===== src/rss_pkg.sv =====
// package of the reset source sequencer: register map, reset values, timing counts, bus carriers
// assumes a single 50 MHz core clock and an axi4-lite master with 32-bit data
package rss_pkg;

  localparam int unsigned CLK_HZ = 50_000_000;
  localparam int unsigned SETTLE_MS = 15;
  localparam int unsigned SETTLE_CYCLES = (SETTLE_MS * (CLK_HZ / 1000));
  localparam int unsigned DROOP_HOLD_US = 500;
  localparam int unsigned DROOP_HOLD_CYCLES = DROOP_HOLD_US * (CLK_HZ / 1_000_000);
  localparam int unsigned INT_RESET_CYCLES = 16;

  localparam int ADDR_W = 8;
  localparam logic [ADDR_W-1:0] OFS_CAUSE = 8'h00;
  localparam logic [ADDR_W-1:0] OFS_DROOP = 8'h04;
  localparam logic [ADDR_W-1:0] OFS_REG = 8'h08;
  localparam logic [ADDR_W-1:0] OFS_SRST0 = 8'h0c;
  localparam logic [ADDR_W-1:0] OFS_WDT_LOAD = 8'h18;
  localparam logic [ADDR_W-1:0] OFS_WDT_CTRL = 8'h1c;
  localparam logic [ADDR_W-1:0] OFS_WDT_STAT = 8'h20;
  localparam logic [ADDR_W-1:0] OFS_WDT_CNT = 8'h24;
  localparam logic [ADDR_W-1:0] OFS_STATUS = 8'h28;

  // cause record bit positions
  localparam int CB_EXT = 0;
  localparam int CB_POR = 1;
  localparam int CB_DROOP = 2;
  localparam int CB_SW = 3;
  localparam int CB_WDT = 4;
  localparam int CB_REG = 5;
  localparam int NUM_CAUSES = 6;
  localparam logic [NUM_CAUSES-1:0] CAUSE_RST = 6'h02;

  // droop_reset_control fields
  localparam int DB_DETECT_EN = 0;
  localparam int DB_RESET_EN = 1;
  localparam int DB_RECHECK_EN = 2;
  localparam int DB_DELAY_LSB = 8;
  localparam int DELAY_W = 8;
  localparam int DB_EVENT = 16;
  localparam logic [DELAY_W-1:0] DELAY_RST = 8'h00;

  // watchdog control fields
  localparam int WB_ENABLE = 0;
  localparam int WB_RESET_EN = 1;
  localparam logic [31:0] WDT_LOAD_RST = 32'hffffffff;

  localparam int NUM_SRST = 3;
  localparam logic [1:0] RESP_OKAY = 2'b00;
  localparam logic [1:0] RESP_SLVERR = 2'b10;

  typedef enum logic [6:0] {
    ST_HOLD = 7'b0000001,
    ST_SETTLE = 7'b0000010,
    ST_INTRST = 7'b0000100,
    ST_FETCH_SP = 7'b0001000,
    ST_FETCH_PC = 7'b0010000,
    ST_FETCH_IN = 7'b0100000,
    ST_RUN = 7'b1000000
  } rss_state_t;

  typedef enum logic [1:0] {
    FK_SP = 2'b00,
    FK_PC = 2'b01,
    FK_INSTR = 2'b10
  } rss_fetch_t;

  typedef struct packed {
    logic awvalid;
    logic [ADDR_W-1:0] awaddr;
    logic wvalid;
    logic [31:0] wdata;
    logic [3:0] wstrb;
    logic bready;
    logic arvalid;
    logic [ADDR_W-1:0] araddr;
    logic rready;
  } rss_axi_req_t;

  typedef struct packed {
    logic awready;
    logic wready;
    logic bvalid;
    logic [1:0] bresp;
    logic arready;
    logic rvalid;
    logic [31:0] rdata;
    logic [1:0] rresp;
  } rss_axi_rsp_t;

endpackage


===== src/rss_top.sv =====
// reset source sequencer: gathers reset sources, sequences internal reset, records the cause
// assumes all inputs synchronous to core_clk; reset_n is the very first power-up of this logic
//
// Decided for this implementation: the register addresses and register access over AXI4-Lite.
module rss_top
  import rss_pkg::*;
#(
  parameter int unsigned SETTLE_COUNT = rss_pkg::SETTLE_CYCLES,
  parameter int unsigned DROOP_HOLD_COUNT = rss_pkg::DROOP_HOLD_CYCLES,
  parameter int unsigned INT_RESET_COUNT = rss_pkg::INT_RESET_CYCLES,
  parameter int NUM_PERIPH = 32 * rss_pkg::NUM_SRST
)
(
  // clock and reset
  input wire logic core_clk,
  input wire logic reset_n,
  // register bus
  input rss_pkg::rss_axi_req_t axi_req,
  output rss_pkg::rss_axi_rsp_t axi_rsp,
  // reset sources
  input wire logic ext_reset_pin_n,
  input wire logic por_active,
  input wire logic droop_detect,
  input wire logic regulator_unreg,
  input wire logic system_reset_request,
  // core boot fetch handshake
  output logic fetch_req,
  output rss_pkg::rss_fetch_t fetch_kind,
  input wire logic fetch_ack,
  // reset outputs
  output logic core_reset_n,
  output logic periph_reset_n,
  output logic tap_reset_n,
  output logic [NUM_PERIPH-1:0] periph_soft_reset_main,
  output logic [NUM_PERIPH-1:0] periph_soft_reset_aux,
  output logic droop_signal_hold,
  // events to the core
  output logic droop_irq,
  output logic wdt_irq
);
  import rss_pkg::*;

  rss_state_t state_r, state_nxt;
  logic [31:0] seq_cnt_r;
  logic [NUM_CAUSES-1:0] cause_r, cause_nxt;
  logic droop_detect_en_r, droop_reset_en_r, droop_recheck_en_r, droop_event_r;
  logic [DELAY_W-1:0] droop_delay_r;
  logic regulator_fault_reset_r;
  logic [31:0] srst_r [NUM_SRST];
  logic [31:0] wdt_load_r, wdt_cnt_r;
  logic wdt_enable_r, wdt_reset_en_r, wdt_int_r;
  logic [DELAY_W-1:0] recheck_cnt_r;
  logic recheck_busy_r;
  logic [31:0] droop_hold_cnt_r;
  logic ev_ext, ev_por, ev_droop, ev_sw, ev_wdt, ev_reg, ev_internal, droop_confirm;
  logic wdt_timeout, wdt_load_wr;

  // bus slave state
  logic aw_held_r, w_held_r, bvalid_r, rvalid_r;
  logic [ADDR_W-1:0] awaddr_r;
  logic [31:0] wdata_r, rdata_r;
  logic [3:0] wstrb_r;
  logic [1:0] bresp_r, rresp_r;
  logic wr_fire;
  logic [31:0] rd_val;
  logic rd_hit;

  function automatic logic [31:0] merge(input logic [31:0] old, input logic [31:0] dat,
                                        input logic [3:0] strb);
    logic [31:0] res;
    res = old;
    for (int i = 0; i < 4; i++)
    begin
      if (strb[i])
      begin
        res[i*8 +: 8] = dat[i*8 +: 8];
      end
    end
    return res;
  endfunction

  function automatic logic mapped(input logic [ADDR_W-1:0] a);
    return (a[1:0] == 2'b00) && (a <= OFS_STATUS);
  endfunction

  // write channels taken in either order; response once both are held
  assign wr_fire = aw_held_r && w_held_r && !bvalid_r;

  always_ff @(posedge core_clk)
  begin
    if (!reset_n)
    begin
      aw_held_r <= 1'b0;
      w_held_r <= 1'b0;
      awaddr_r <= '0;
      wdata_r <= '0;
      wstrb_r <= '0;
    end
    else
    begin
      if (axi_req.awvalid && !aw_held_r)
      begin
        aw_held_r <= 1'b1;
        awaddr_r <= axi_req.awaddr;
      end
      else if (wr_fire)
      begin
        aw_held_r <= 1'b0;
      end
      if (axi_req.wvalid && !w_held_r)
      begin
        w_held_r <= 1'b1;
        wdata_r <= axi_req.wdata;
        wstrb_r <= axi_req.wstrb;
      end
      else if (wr_fire)
      begin
        w_held_r <= 1'b0;
      end
    end
  end

  always_ff @(posedge core_clk)
  begin
    if (!reset_n)
    begin
      bvalid_r <= 1'b0;
      bresp_r <= RESP_OKAY;
    end
    else if (wr_fire)
    begin
      bvalid_r <= 1'b1;
      bresp_r <= mapped(awaddr_r) ? RESP_OKAY : RESP_SLVERR;
    end
    else if (axi_req.bready)
    begin
      bvalid_r <= 1'b0;
    end
  end

  always_comb
  begin
    rd_val = 32'h00000000;
    rd_hit = mapped(axi_req.araddr);
    unique case (axi_req.araddr)
      OFS_CAUSE: rd_val[NUM_CAUSES-1:0] = cause_r;
      OFS_DROOP:
      begin
        rd_val[DB_DETECT_EN] = droop_detect_en_r;
        rd_val[DB_RESET_EN] = droop_reset_en_r;
        rd_val[DB_RECHECK_EN] = droop_recheck_en_r;
        rd_val[DB_DELAY_LSB +: DELAY_W] = droop_delay_r;
        rd_val[DB_EVENT] = droop_event_r;
      end
      OFS_REG: rd_val[0] = regulator_fault_reset_r;
      OFS_SRST0: rd_val = srst_r[0];
      OFS_SRST0 + 8'h04: rd_val = srst_r[1];
      OFS_SRST0 + 8'h08: rd_val = srst_r[2];
      OFS_WDT_LOAD: rd_val = wdt_load_r;
      OFS_WDT_CTRL: rd_val[1:0] = {wdt_reset_en_r, wdt_enable_r};
      OFS_WDT_STAT: rd_val[0] = wdt_int_r;
      OFS_WDT_CNT: rd_val = wdt_cnt_r;
      OFS_STATUS: rd_val[6:0] = state_r;
      default: rd_val = 32'h00000000;
    endcase
  end

  always_ff @(posedge core_clk)
  begin
    if (!reset_n)
    begin
      rvalid_r <= 1'b0;
      rdata_r <= '0;
      rresp_r <= RESP_OKAY;
    end
    else if (axi_req.arvalid && !rvalid_r)
    begin
      rvalid_r <= 1'b1;
      rdata_r <= rd_val;
      rresp_r <= rd_hit ? RESP_OKAY : RESP_SLVERR;
    end
    else if (axi_req.rready)
    begin
      rvalid_r <= 1'b0;
    end
  end

  assign axi_rsp.awready = !aw_held_r;
  assign axi_rsp.wready = !w_held_r;
  assign axi_rsp.bvalid = bvalid_r;
  assign axi_rsp.bresp = bresp_r;
  assign axi_rsp.arready = !rvalid_r;
  assign axi_rsp.rvalid = rvalid_r;
  assign axi_rsp.rdata = rdata_r;
  assign axi_rsp.rresp = rresp_r;

  // control registers; these survive internal resets, only reset_n clears them
  always_ff @(posedge core_clk)
  begin
    if (!reset_n)
    begin
      droop_detect_en_r <= 1'b0;
      droop_reset_en_r <= 1'b0;
      droop_recheck_en_r <= 1'b0;
      droop_delay_r <= DELAY_RST;
      regulator_fault_reset_r <= 1'b0;
      wdt_load_r <= WDT_LOAD_RST;
      wdt_enable_r <= 1'b0;
      wdt_reset_en_r <= 1'b0;
    end
    else if (wr_fire)
    begin
      unique case (awaddr_r)
        OFS_DROOP:
        begin
          if (wstrb_r[0])
          begin
            droop_detect_en_r <= wdata_r[DB_DETECT_EN];
            droop_reset_en_r <= wdata_r[DB_RESET_EN];
            droop_recheck_en_r <= wdata_r[DB_RECHECK_EN];
          end
          if (wstrb_r[1])
          begin
            droop_delay_r <= wdata_r[DB_DELAY_LSB +: DELAY_W];
          end
        end
        OFS_REG:
        begin
          if (wstrb_r[0])
          begin
            regulator_fault_reset_r <= wdata_r[0];
          end
        end
        OFS_WDT_LOAD: wdt_load_r <= merge(wdt_load_r, wdata_r, wstrb_r);
        OFS_WDT_CTRL:
        begin
          if (wstrb_r[0])
          begin
            wdt_enable_r <= wdata_r[WB_ENABLE];
            wdt_reset_en_r <= wdata_r[WB_RESET_EN];
          end
        end
        default:
        begin
        end
      endcase
    end
  end

  // peripheral soft resets: a set bit holds its unit in reset until written back to 0
  generate
    for (genvar g = 0; g < NUM_SRST; g++)
    begin : g_srst
      always_ff @(posedge core_clk)
      begin
        if (!reset_n)
        begin
          srst_r[g] <= 32'h00000000;
        end
        else if (wr_fire && awaddr_r == OFS_SRST0 + ADDR_W'(4 * g))
        begin
          srst_r[g] <= merge(srst_r[g], wdata_r, wstrb_r);
        end
      end
      // both domains of every unit see the same request
      always_ff @(posedge core_clk)
      begin
        if (!reset_n)
        begin
          periph_soft_reset_main[g*32 +: 32] <= 32'h00000000;
          periph_soft_reset_aux[g*32 +: 32] <= 32'h00000000;
        end
        else
        begin
          periph_soft_reset_main[g*32 +: 32] <= srst_r[g];
          periph_soft_reset_aux[g*32 +: 32] <= srst_r[g];
        end
      end
    end
  endgenerate

  // reset source events
  assign ev_ext = !ext_reset_pin_n;
  assign ev_por = por_active;
  assign ev_sw = system_reset_request;
  assign ev_reg = regulator_unreg && regulator_fault_reset_r;
  assign ev_droop = droop_confirm && droop_reset_en_r;
  assign ev_wdt = wdt_timeout && wdt_int_r && wdt_reset_en_r;
  assign ev_internal = ev_sw || ev_reg || ev_droop || ev_wdt;

  // droop recheck: a new condition is ignored while a recheck runs or the hold is active
  assign droop_confirm = droop_detect && droop_detect_en_r && !droop_signal_hold &&
                         (recheck_busy_r ? (recheck_cnt_r == '0) : !droop_recheck_en_r);

  always_ff @(posedge core_clk)
  begin
    if (!reset_n)
    begin
      recheck_busy_r <= 1'b0;
      recheck_cnt_r <= '0;
    end
    else if (recheck_busy_r)
    begin
      if (recheck_cnt_r == '0)
      begin
        recheck_busy_r <= 1'b0;
      end
      else
      begin
        recheck_cnt_r <= recheck_cnt_r - 1'b1;
      end
    end
    else if (droop_detect && droop_detect_en_r && droop_recheck_en_r && !droop_signal_hold)
    begin
      recheck_busy_r <= 1'b1;
      recheck_cnt_r <= droop_delay_r;
    end
  end

  // hold the internal droop signal after a droop reset so no new condition is latched
  always_ff @(posedge core_clk)
  begin
    if (!reset_n)
    begin
      droop_signal_hold <= 1'b0;
      droop_hold_cnt_r <= '0;
    end
    else if (ev_droop)
    begin
      droop_signal_hold <= 1'b1;
      droop_hold_cnt_r <= DROOP_HOLD_COUNT - 1;
    end
    else if (droop_signal_hold)
    begin
      if (droop_hold_cnt_r == '0)
      begin
        droop_signal_hold <= 1'b0;
      end
      else
      begin
        droop_hold_cnt_r <= droop_hold_cnt_r - 32'h00000001;
      end
    end
  end

  // droop interrupt flag: set wins over a write-one clear
  always_ff @(posedge core_clk)
  begin
    if (!reset_n)
    begin
      droop_event_r <= 1'b0;
    end
    else if (droop_confirm && !droop_reset_en_r)
    begin
      droop_event_r <= 1'b1;
    end
    else if (wr_fire && awaddr_r == OFS_DROOP && wstrb_r[2] && wdata_r[DB_EVENT])
    begin
      droop_event_r <= 1'b0;
    end
  end
  assign droop_irq = droop_event_r;

  // watchdog: first zero raises the interrupt and reloads, second zero may reset
  assign wdt_timeout = wdt_enable_r && (wdt_cnt_r == 32'h00000000);
  assign wdt_load_wr = wr_fire && awaddr_r == OFS_WDT_LOAD;

  always_ff @(posedge core_clk)
  begin
    if (!reset_n)
    begin
      wdt_cnt_r <= WDT_LOAD_RST;
    end
    else if (wdt_load_wr || wdt_timeout)
    begin
      wdt_cnt_r <= wdt_load_wr ? merge(wdt_load_r, wdata_r, wstrb_r) : wdt_load_r;
    end
    else if (wdt_enable_r)
    begin
      wdt_cnt_r <= wdt_cnt_r - 32'h00000001;
    end
  end

  always_ff @(posedge core_clk)
  begin
    if (!reset_n)
    begin
      wdt_int_r <= 1'b0;
    end
    else if (wdt_timeout)
    begin
      wdt_int_r <= 1'b1;
    end
    else if (wr_fire && awaddr_r == OFS_WDT_STAT && wstrb_r[0] && wdata_r[0])
    begin
      wdt_int_r <= 1'b0;
    end
  end
  assign wdt_irq = wdt_int_r;

  // cause record: hardware sets win over software clears
  always_comb
  begin
    cause_nxt = cause_r;
    if (wr_fire && awaddr_r == OFS_CAUSE && wstrb_r[0])
    begin
      cause_nxt = cause_r & ~wdata_r[NUM_CAUSES-1:0];
    end
    cause_nxt[CB_POR] = cause_nxt[CB_POR] | ev_por;
    cause_nxt[CB_DROOP] = cause_nxt[CB_DROOP] | ev_droop;
    cause_nxt[CB_SW] = cause_nxt[CB_SW] | ev_sw;
    cause_nxt[CB_WDT] = cause_nxt[CB_WDT] | ev_wdt;
    cause_nxt[CB_REG] = cause_nxt[CB_REG] | ev_reg;
    if (ev_ext)
    begin
      cause_nxt = '0;
      cause_nxt[CB_EXT] = 1'b1;
    end
  end

  always_ff @(posedge core_clk)
  begin
    if (!reset_n)
    begin
      cause_r <= CAUSE_RST;
    end
    else
    begin
      cause_r <= cause_nxt;
    end
  end

  // sequencer; one clock stands in for both oscillators, the counts differ per path
  always_comb
  begin
    state_nxt = state_r;
    unique case (state_r)
      ST_HOLD:
      begin
        if (!ev_ext && !ev_por)
        begin
          state_nxt = ST_SETTLE;
        end
      end
      ST_SETTLE:
      begin
        if (seq_cnt_r == '0)
        begin
          state_nxt = ST_FETCH_SP;
        end
      end
      ST_INTRST:
      begin
        if (seq_cnt_r == '0)
        begin
          state_nxt = ST_FETCH_SP;
        end
      end
      ST_FETCH_SP: state_nxt = fetch_ack ? ST_FETCH_PC : ST_FETCH_SP;
      ST_FETCH_PC: state_nxt = fetch_ack ? ST_FETCH_IN : ST_FETCH_PC;
      ST_FETCH_IN: state_nxt = fetch_ack ? ST_RUN : ST_FETCH_IN;
      ST_RUN: state_nxt = ST_RUN;
      default: state_nxt = ST_HOLD;
    endcase
    if (ev_ext || ev_por)
    begin
      state_nxt = ST_HOLD;
    end
    else if (ev_internal && state_r != ST_HOLD && state_r != ST_SETTLE)
    begin
      state_nxt = ST_INTRST;
    end
  end

  always_ff @(posedge core_clk)
  begin
    if (!reset_n)
    begin
      state_r <= ST_HOLD;
      seq_cnt_r <= '0;
    end
    else
    begin
      state_r <= state_nxt;
      if (state_nxt == ST_SETTLE && state_r != ST_SETTLE)
      begin
        seq_cnt_r <= SETTLE_COUNT - 1;
      end
      else if (state_nxt == ST_INTRST && (state_r != ST_INTRST || ev_internal))
      begin
        seq_cnt_r <= INT_RESET_COUNT - 1;
      end
      else if (seq_cnt_r != '0)
      begin
        seq_cnt_r <= seq_cnt_r - 32'h00000001;
      end
    end
  end

  // reset outputs come straight from flops so core and peripherals leave reset on one edge; tap_reset_n follows por_active alone
  always_ff @(posedge core_clk)
  begin
    if (!reset_n)
    begin
      core_reset_n <= 1'b0;
      periph_reset_n <= 1'b0;
      tap_reset_n <= 1'b0;
    end
    else
    begin
      core_reset_n <= !(state_nxt inside {ST_HOLD, ST_SETTLE, ST_INTRST});
      periph_reset_n <= !(state_nxt inside {ST_HOLD, ST_SETTLE, ST_INTRST});
      tap_reset_n <= !ev_por;
    end
  end

  always_ff @(posedge core_clk)
  begin
    if (!reset_n)
    begin
      fetch_req <= 1'b0;
      fetch_kind <= FK_SP;
    end
    else
    begin
      fetch_req <= state_nxt inside {ST_FETCH_SP, ST_FETCH_PC, ST_FETCH_IN};
      fetch_kind <= (state_nxt == ST_FETCH_PC) ? FK_PC :
                    (state_nxt == ST_FETCH_IN) ? FK_INSTR : FK_SP;
    end
  end

endmodule


===== config.mk =====
export PLATFORM = sky130hd
export DESIGN_NAME = rss_top
export DESIGN_NICKNAME = d
export VERILOG_FILES = /design/src/rss_pkg.sv /design/src/rss_top.sv
export SDC_FILE = /design/constraint.sdc
export NUM_CORES = 1
export LEC_CHECK = 0
export ABC_CLOCK_PERIOD_IN_PS = 2700
export BUFFER_PORTS_ARGS = -buffer_cell sky130_fd_sc_hd__buf_4
export CORE_MARGIN = 1.5
export CORE_UTILIZATION = 40
export DETAILED_ROUTE_END_ITERATION = 16
export PLACE_DENSITY = 0.7
export SYNTH_ARGS = -nofsm -noshare
export SYNTH_HDL_FRONTEND = slang
export SYNTH_SLANG_ARGS = --single-unit

===== constraint.sdc =====
create_clock -name core_clk -period 2.7 [get_ports core_clk]
set_clock_uncertainty 0.2 [all_clocks]
set_input_delay 0.27 -clock core_clk [delete_from_list [all_inputs] [get_ports core_clk]]
set_output_delay 0.27 -clock core_clk [all_outputs]
set_load 0.005 [all_outputs]

==> results.cfg, run 1 <==
[run_status]
status = complete, no violations

[global_routing]
grtUsageMet3_pct = 4.24
met2_usage_pct = 38.7
grt_first_pass_wirelength_um = 87800
use_met1_pct = 28.3
gr-total-overflow = 0
grt_antenna_before_repair = 6
grt_max_degree = 59
grt_pass1_vias = 15362
grt_use_total_pct = 22.8
grt.busiest_layer = met2

[detailed_routing]
drt_pass1_iterations = 6
ant_nets = 0
viasPerCell = 5.41
wire_per_inst_um = 19.7
wl_um = 57800
route.vias.total = 15866
drtIter0Drc = 1385
remaining_drc_errors = 0

[min_path]
hp-class = primary input to flop

[placed_design]
gp_congestion = 0.898
port-buffer-count = 304
dp_hpwl_um = 41300

[synthesis]
synthArstFlopShare_pct = 0
yosysWarnings = 0
yosysSeqAreaShare_pct = 51.8
syn_area_um2 = 19100
yosys.area.top_type = dfxtp_1
synthDistinctLibCells = 75
synthTopCellsByCount = dfxtp_1, nand2_1, and2_1
synth_edf_count = 96
ys.flop_type = dfxtp_1
synth_top_area_share_pct = 36.7
avgSynthCellArea_um2 = 9.62
syn-instance-count = 1986
synthTopCellsByArea = dfxtp_1, edfxtp_1, and2_1
synth.ff_latch_count = 446
yosysMostFrequentCell = dfxtp_1

[critical_path]
crit_buf_inv = 0
slowest_stage = or4_4
critPathTopFamily = simple AND/OR/NAND/NOR gates
path_common_cell = or3_4
ff2ff_setup_slack_ps = 80
path_cells = or3_4 > or4_4 > or3_4 > nand2_1 > nor2_1 > a21oi_1
max_stage_delay_ps = 440
worstPathArrival_ps = 2960
end_kind = flop
cp.required_ps = 3040
crit_type = flop to flop
cp_max_fo = 9
crit_path_start_kind = flop

[floorplan]
initial_core_util_pct = 40.8
die_w_um = 222
dieArea_um2 = 49100
die_y_um = 222
ios = 307
fp-row-count = 79
coreArea_um2 = 46900

[timing]
max-slew-margin-rel_pct = 40.0
fin_crit_sh_pct = 96.9
hold_violations = 0
fin_crit_ps = 2620
max_freq_ghz = 0.382
fin_tns_setup_ps = 0
worst_pin_slew_ps = 899
slew_violations = 0
finalSetupViolCount = 0
grt_setup_unrepaired = false

[job]
cap_violations = 0

[cts]
path_clk_slew_ps = 60
clock-sinks = 446
post-cts-setup-buffer-count = 0
cts_tree = built
clk_path_buf_depth = 3
cts_made_buffers = 46
ctsRootBufferMaster = clkbuf_16
insertion_delay_ps = 620
htreeDepth = 2

[power]
power.leakage_nw = 9.93
irDropWorstVdd_mv = 0.587
p_per_area_nw_per_um2 = 642

[final_layout]
fin_util_pct = 51.3
nets = 2360
area_growth_syn_to_layout_pct = 25.8
drive_above_1_share_pct = 21.9
==> routing by layer <==
metal / part of all wire, % / vias to the layer above / wire length, um
met5: 0.048 / - / 28
met2: 48 / 691 / 27800
met4: 3.7 / 4 / 2140
li1: - / 7437 / -
met1: 40 / 7610 / 23000
met3: 8.3 / 124 / 4790
==> area by class of cell <==
type                            count  area [um^2]
Timing Repair Buffer              466         3760
Multi-Input combinational cell   1310         7970
Antenna cell                        3         7.51
Fill cell                        4222        22800
Clock buffer                       66         1310
Tap cell                          607          759
Inverter                           18         67.6
Sequential cell                   446         9890
Clock inverter                     19          259
==> layout by cell type, fill, tap and decap left out, types with 8 or more instances in the layout <==
cell / n
o21ai_0: 47
clkbuf_16: 48
or3_1: 13
a22o_1: 17
nor2b_1: 13
dfxtp_1: 350
a41o_1: 9
inv_1: 17
or4_1: 8
mux2i_1: 56
nand4b_1: 9
buf_12: 9
and3_1: 16
a221oi_1: 26
a22oi_1: 21
xnor2_1: 47
a222oi_1: 9
nand3_1: 39
nor2_1: 155
edfxtp_1: 96
mux2_2: 10
a21oi_1: 138
and2_1: 203
dlygate4sd3_1: 60
xor2_1: 42
nand2_1: 220
clkbuf_1: 14
nand4_1: 13
nor4_1: 33
nor3_1: 44
buf_4: 396
==> sequential cells by signal (all words and copies together), names as in the netlist, 2 cells and up <==
register	cells
srst_r	96
droop_delay_r	8
cause_r	6
rdata_r	32
state_r	7
wdt_load_r	32
droop_hold_cnt_r	32
awaddr_r	8
wdt_cnt_r	32
fetch_kind	2
periph_soft_reset_aux	96
wdata_r	32
recheck_cnt_r	8
seq_cnt_r	32
wstrb_r	4
==> cell families (layout without fill, tap and decap cells) <==
kind of cell	after synthesis	after routing	synth area share [%]
buffers and inverters	231	569	6.73
AOI/OAI and AO/OA	325	325	11.2
adders and majority gates	7	7	0.459
and+or+nand+nor	814	814	21.8
xor gates and xnor gates	89	89	4.08
muxes	73	73	3.94
DFF	446	446	51.8
other	1	5	0.0196
==> where the power goes <==
group | switching (mW) | internal, mW
Combinational | 0.816 | 0.717
Sequential | 0.250 | 7.06
Clock | 2.78 | 3.80
Total | 3.85 | 11.6
==> worst register-to-register path, cell delays in order (launching register included) <==
cell,delay [ps]
dfxtp_1,330
or3_4,400
or4_4,440
or3_4,410
nand2_1,300
nor2_1,230
a21oi_1,220
==> per-stage QoR <==
stage               std cells  hold slack [ps]  power (mW)  setup slack (ps)  instance area [um^2]
floorplan                1987              142        8.23              12.6                 19100
global placement         2787              256        8.83              95.6                 21800
detailed placement       2787              262        8.87             -6.64                 21800
CTS                      2932             40.4        15.5              45.5                 24000
global route             2935             78.9        15.9              10.4                 24000
finish                   2935             77.2        15.4              84.6                 24000
==> timing repair <==
item / 4_1_cts / 5_1_grt
hold buffers: 60 / 0
endpoints found under the hold margin: 104 / 0
gates resized for setup: 1 / 2
endpoints found under the setup margin: 1 / 26
==> worst paths after layout <==
path,startpoint,endpoint,depth (start not counted)
worst max-delay path,wdt_cnt_r[16],wdt_cnt_r[19],6
worst min register to register,srst_r[0][27],periph_soft_reset_aux[27],1
worst min-delay path,axi_req[9],rvalid_r,4
worst max register to register,wdt_cnt_r[16],wdt_cnt_r[19],6
No activity file was read; power rests on OpenSTA's default activity.
==> inputs of run 2 (changes only) <==
--- a/config.mk
+++ b/config.mk
@@ -9,6 +9,7 @@
 export BUFFER_PORTS_ARGS = -buffer_cell sky130_fd_sc_hd__buf_4
 export CORE_MARGIN = 1.5
 export CORE_UTILIZATION = 40
+export CTS_BUF_LIST = sky130_fd_sc_hd__clkbuf_4 sky130_fd_sc_hd__clkbuf_8
 export DETAILED_ROUTE_END_ITERATION = 16
 export PLACE_DENSITY = 0.7
 export SYNTH_ARGS = -nofsm -noshare
==> run 2 against run 1 <==
  * Clock power shrank 3.3%
  * Final area grew 0.47%
  * Routed wire length grew 0.37%
  * Setup slack lost 0.72 ps
  * Die area is the same
  * Power shrank 1.4%
  * Largest power group unchanged
==> results.cfg, run 2 (synthesized netlist as in run 1, its figures left out) <==
[run_status]
status = complete, no violations

[cts]
ctsRootBufferMaster = clkbuf_8
path_clk_slew_ps = 60
clk_path_buf_depth = 3
insertion_delay_ps = 680
cts_made_buffers = 76
clock-sinks = 446
htreeDepth = 3
cts_tree = built
post-cts-setup-buffer-count = 0

[detailed_routing]
wire_per_inst_um = 19.4
route.vias.total = 16091
drt_pass1_iterations = 8
ant_nets = 0
drtIter0Drc = 1463
wl_um = 58000
viasPerCell = 5.38
remaining_drc_errors = 0

[floorplan]
ios = 307
coreArea_um2 = 46900
die_y_um = 222
fp-row-count = 79
initial_core_util_pct = 40.8
die_w_um = 222
dieArea_um2 = 49100

[critical_path]
crit_type = flop to flop
worstPathArrival_ps = 2920
cp.required_ps = 3000
rr_worst_depth = 7
ff2ff_setup_slack_ps = 80
cp_max_fo = 8
end_kind = flop
crit_path_start_kind = flop
rr_endpoint = state_r[5]
crit_start = wdt_cnt_r[16]
worstReg2RegStart = wdt_cnt_r[16]
crit_path_end = state_r[5]

[timing]
worst_pin_slew_ps = 891
slew_violations = 0
hold_violations = 0
max_freq_ghz = 0.382
finalSetupViolCount = 0
max-slew-margin-rel_pct = 40.5
grt_setup_unrepaired = false
fin_crit_ps = 2620
setup_slack_ps = 83.9
fin_tns_setup_ps = 0
fin_hold_ws_ps = 56.5
fin_crit_sh_pct = 96.9

[placed_design]
dp_hpwl_um = 41300
gp_congestion = 0.898
port-buffer-count = 304
pre_cts_ws_ps = -6.64

[final_layout]
drive_above_1_share_pct = 24.2
top_regs = periph_soft_reset_aux: 96 flops, srst_r: 96 flops
nets = 2397
area_growth_syn_to_layout_pct = 26.4
mostFrequentLayoutCell = buf_4
fillers = 4225
mostFrequentLayoutCells = buf_4, dfxtp_1, nand2_1

[power]
combPwrFrac_pct = 10.1
power.leakage_nw = 10.1
irDropWorstVdd_mv = 0.353
p_per_area_nw_per_um2 = 630
pwr-share-seq_pct = 48.1
p_switching_mw = 3.89
p_clk_share_pct = 41.8
switching_share_pct = 25.5
power.internal_mw = 11.3

[global_routing]
grt_antenna_before_repair = 3
grt_max_degree = 59
gr-total-overflow = 0
grt_pass1_vias = 15709
grt_first_pass_wirelength_um = 88100
grt_use_total_pct = 22.8

[min_path]
hp-class = primary input to flop

[job]
cap_violations = 0
==> run 2: routing by layer <==
layer	global-route usage, %	wire (um)	vias up
li1	-	-	7520
met1	28.2	23800	7755
met2	38.8	28000	691
met3	4.64	4350	123
met4	9.74	1880	2
met5	0	10	-
==> run 2: final cells by class <==
type                    count  area, um^2  share of cell area [%]
clock buffers             116        1450                    5.99
repair buffers            473        3830                    15.9
inverters                  18        67.6                   0.280
flip-flops and latches    446        9890                    41.0
well taps                 607         759                    3.15
multi-input cells        1310        7980                    33.1
diodes                      1        2.50                  0.0104
clock inverters            20         159                   0.658
==> run 2: per-stage QoR <==
stage          power, mW  util [%]  std cells  area (um^2)
2_1_floorplan       8.23         -       1987        19100
3_3_place_gp        8.83      46.6       2787        21800
3_5_place_dp        8.87      46.6       2787        21800
4_1_cts             15.3      51.5       2990        24100
5_1_grt             15.8      51.5       2991        24100
6_report            15.2      51.5       2991        24100
==> run 2: critical path, cell delays in order, from the launching register on <==
cell	delay, ps
dfxtp_1	330
or3_4	400
or4_4	440
nor4_1	320
buf_4	210
nor4_4	70
o211ai_2	350
nor4_1	110
==> run 2: timing repair <==
item | in CTS | in global routing
hold buffers | 67 | 0
hold endpoints to repair | 165 | 0
setup endpoints to repair | 1 | 28
resized for setup | 1 | 4
==> run 2: power by group through the flow <==
stage | Combinational, mW | Sequential, mW | Clock, mW
3_3_place_gp | 1.40 | 7.44 | 0
3_5_place_dp | 1.42 | 7.45 | 0
2_1_floorplan | 0.870 | 7.36 | 0
4_1_cts | 1.52 | 7.31 | 6.49
6_report | 1.54 | 7.32 | 6.36
5_1_grt | 1.67 | 7.34 | 6.78
==> run 2: how the worst min path moves through the flow <==
| stage | endpoint | slack, ps | cells past startpoint | start |
|---|---|---|---|---|
| 6_report | rdata_r[4] | 60 | 5 | axi_req[9] |
| 5_1_grt | rdata_r[4] | 80 | 5 | axi_req[9] |
| 4_1_cts | rdata_r[3] | 5 | 5 | axi_req[9] |
| 3_5_place_dp | periph_soft_reset_aux[60] | 260 | 1 | srst_r[1][28] |
| 3_3_place_gp | cause_r[0] | 260 | 2 | cause_r[0] |
| 2_1_floorplan | tap_reset_n | 140 | 1 | por_active |
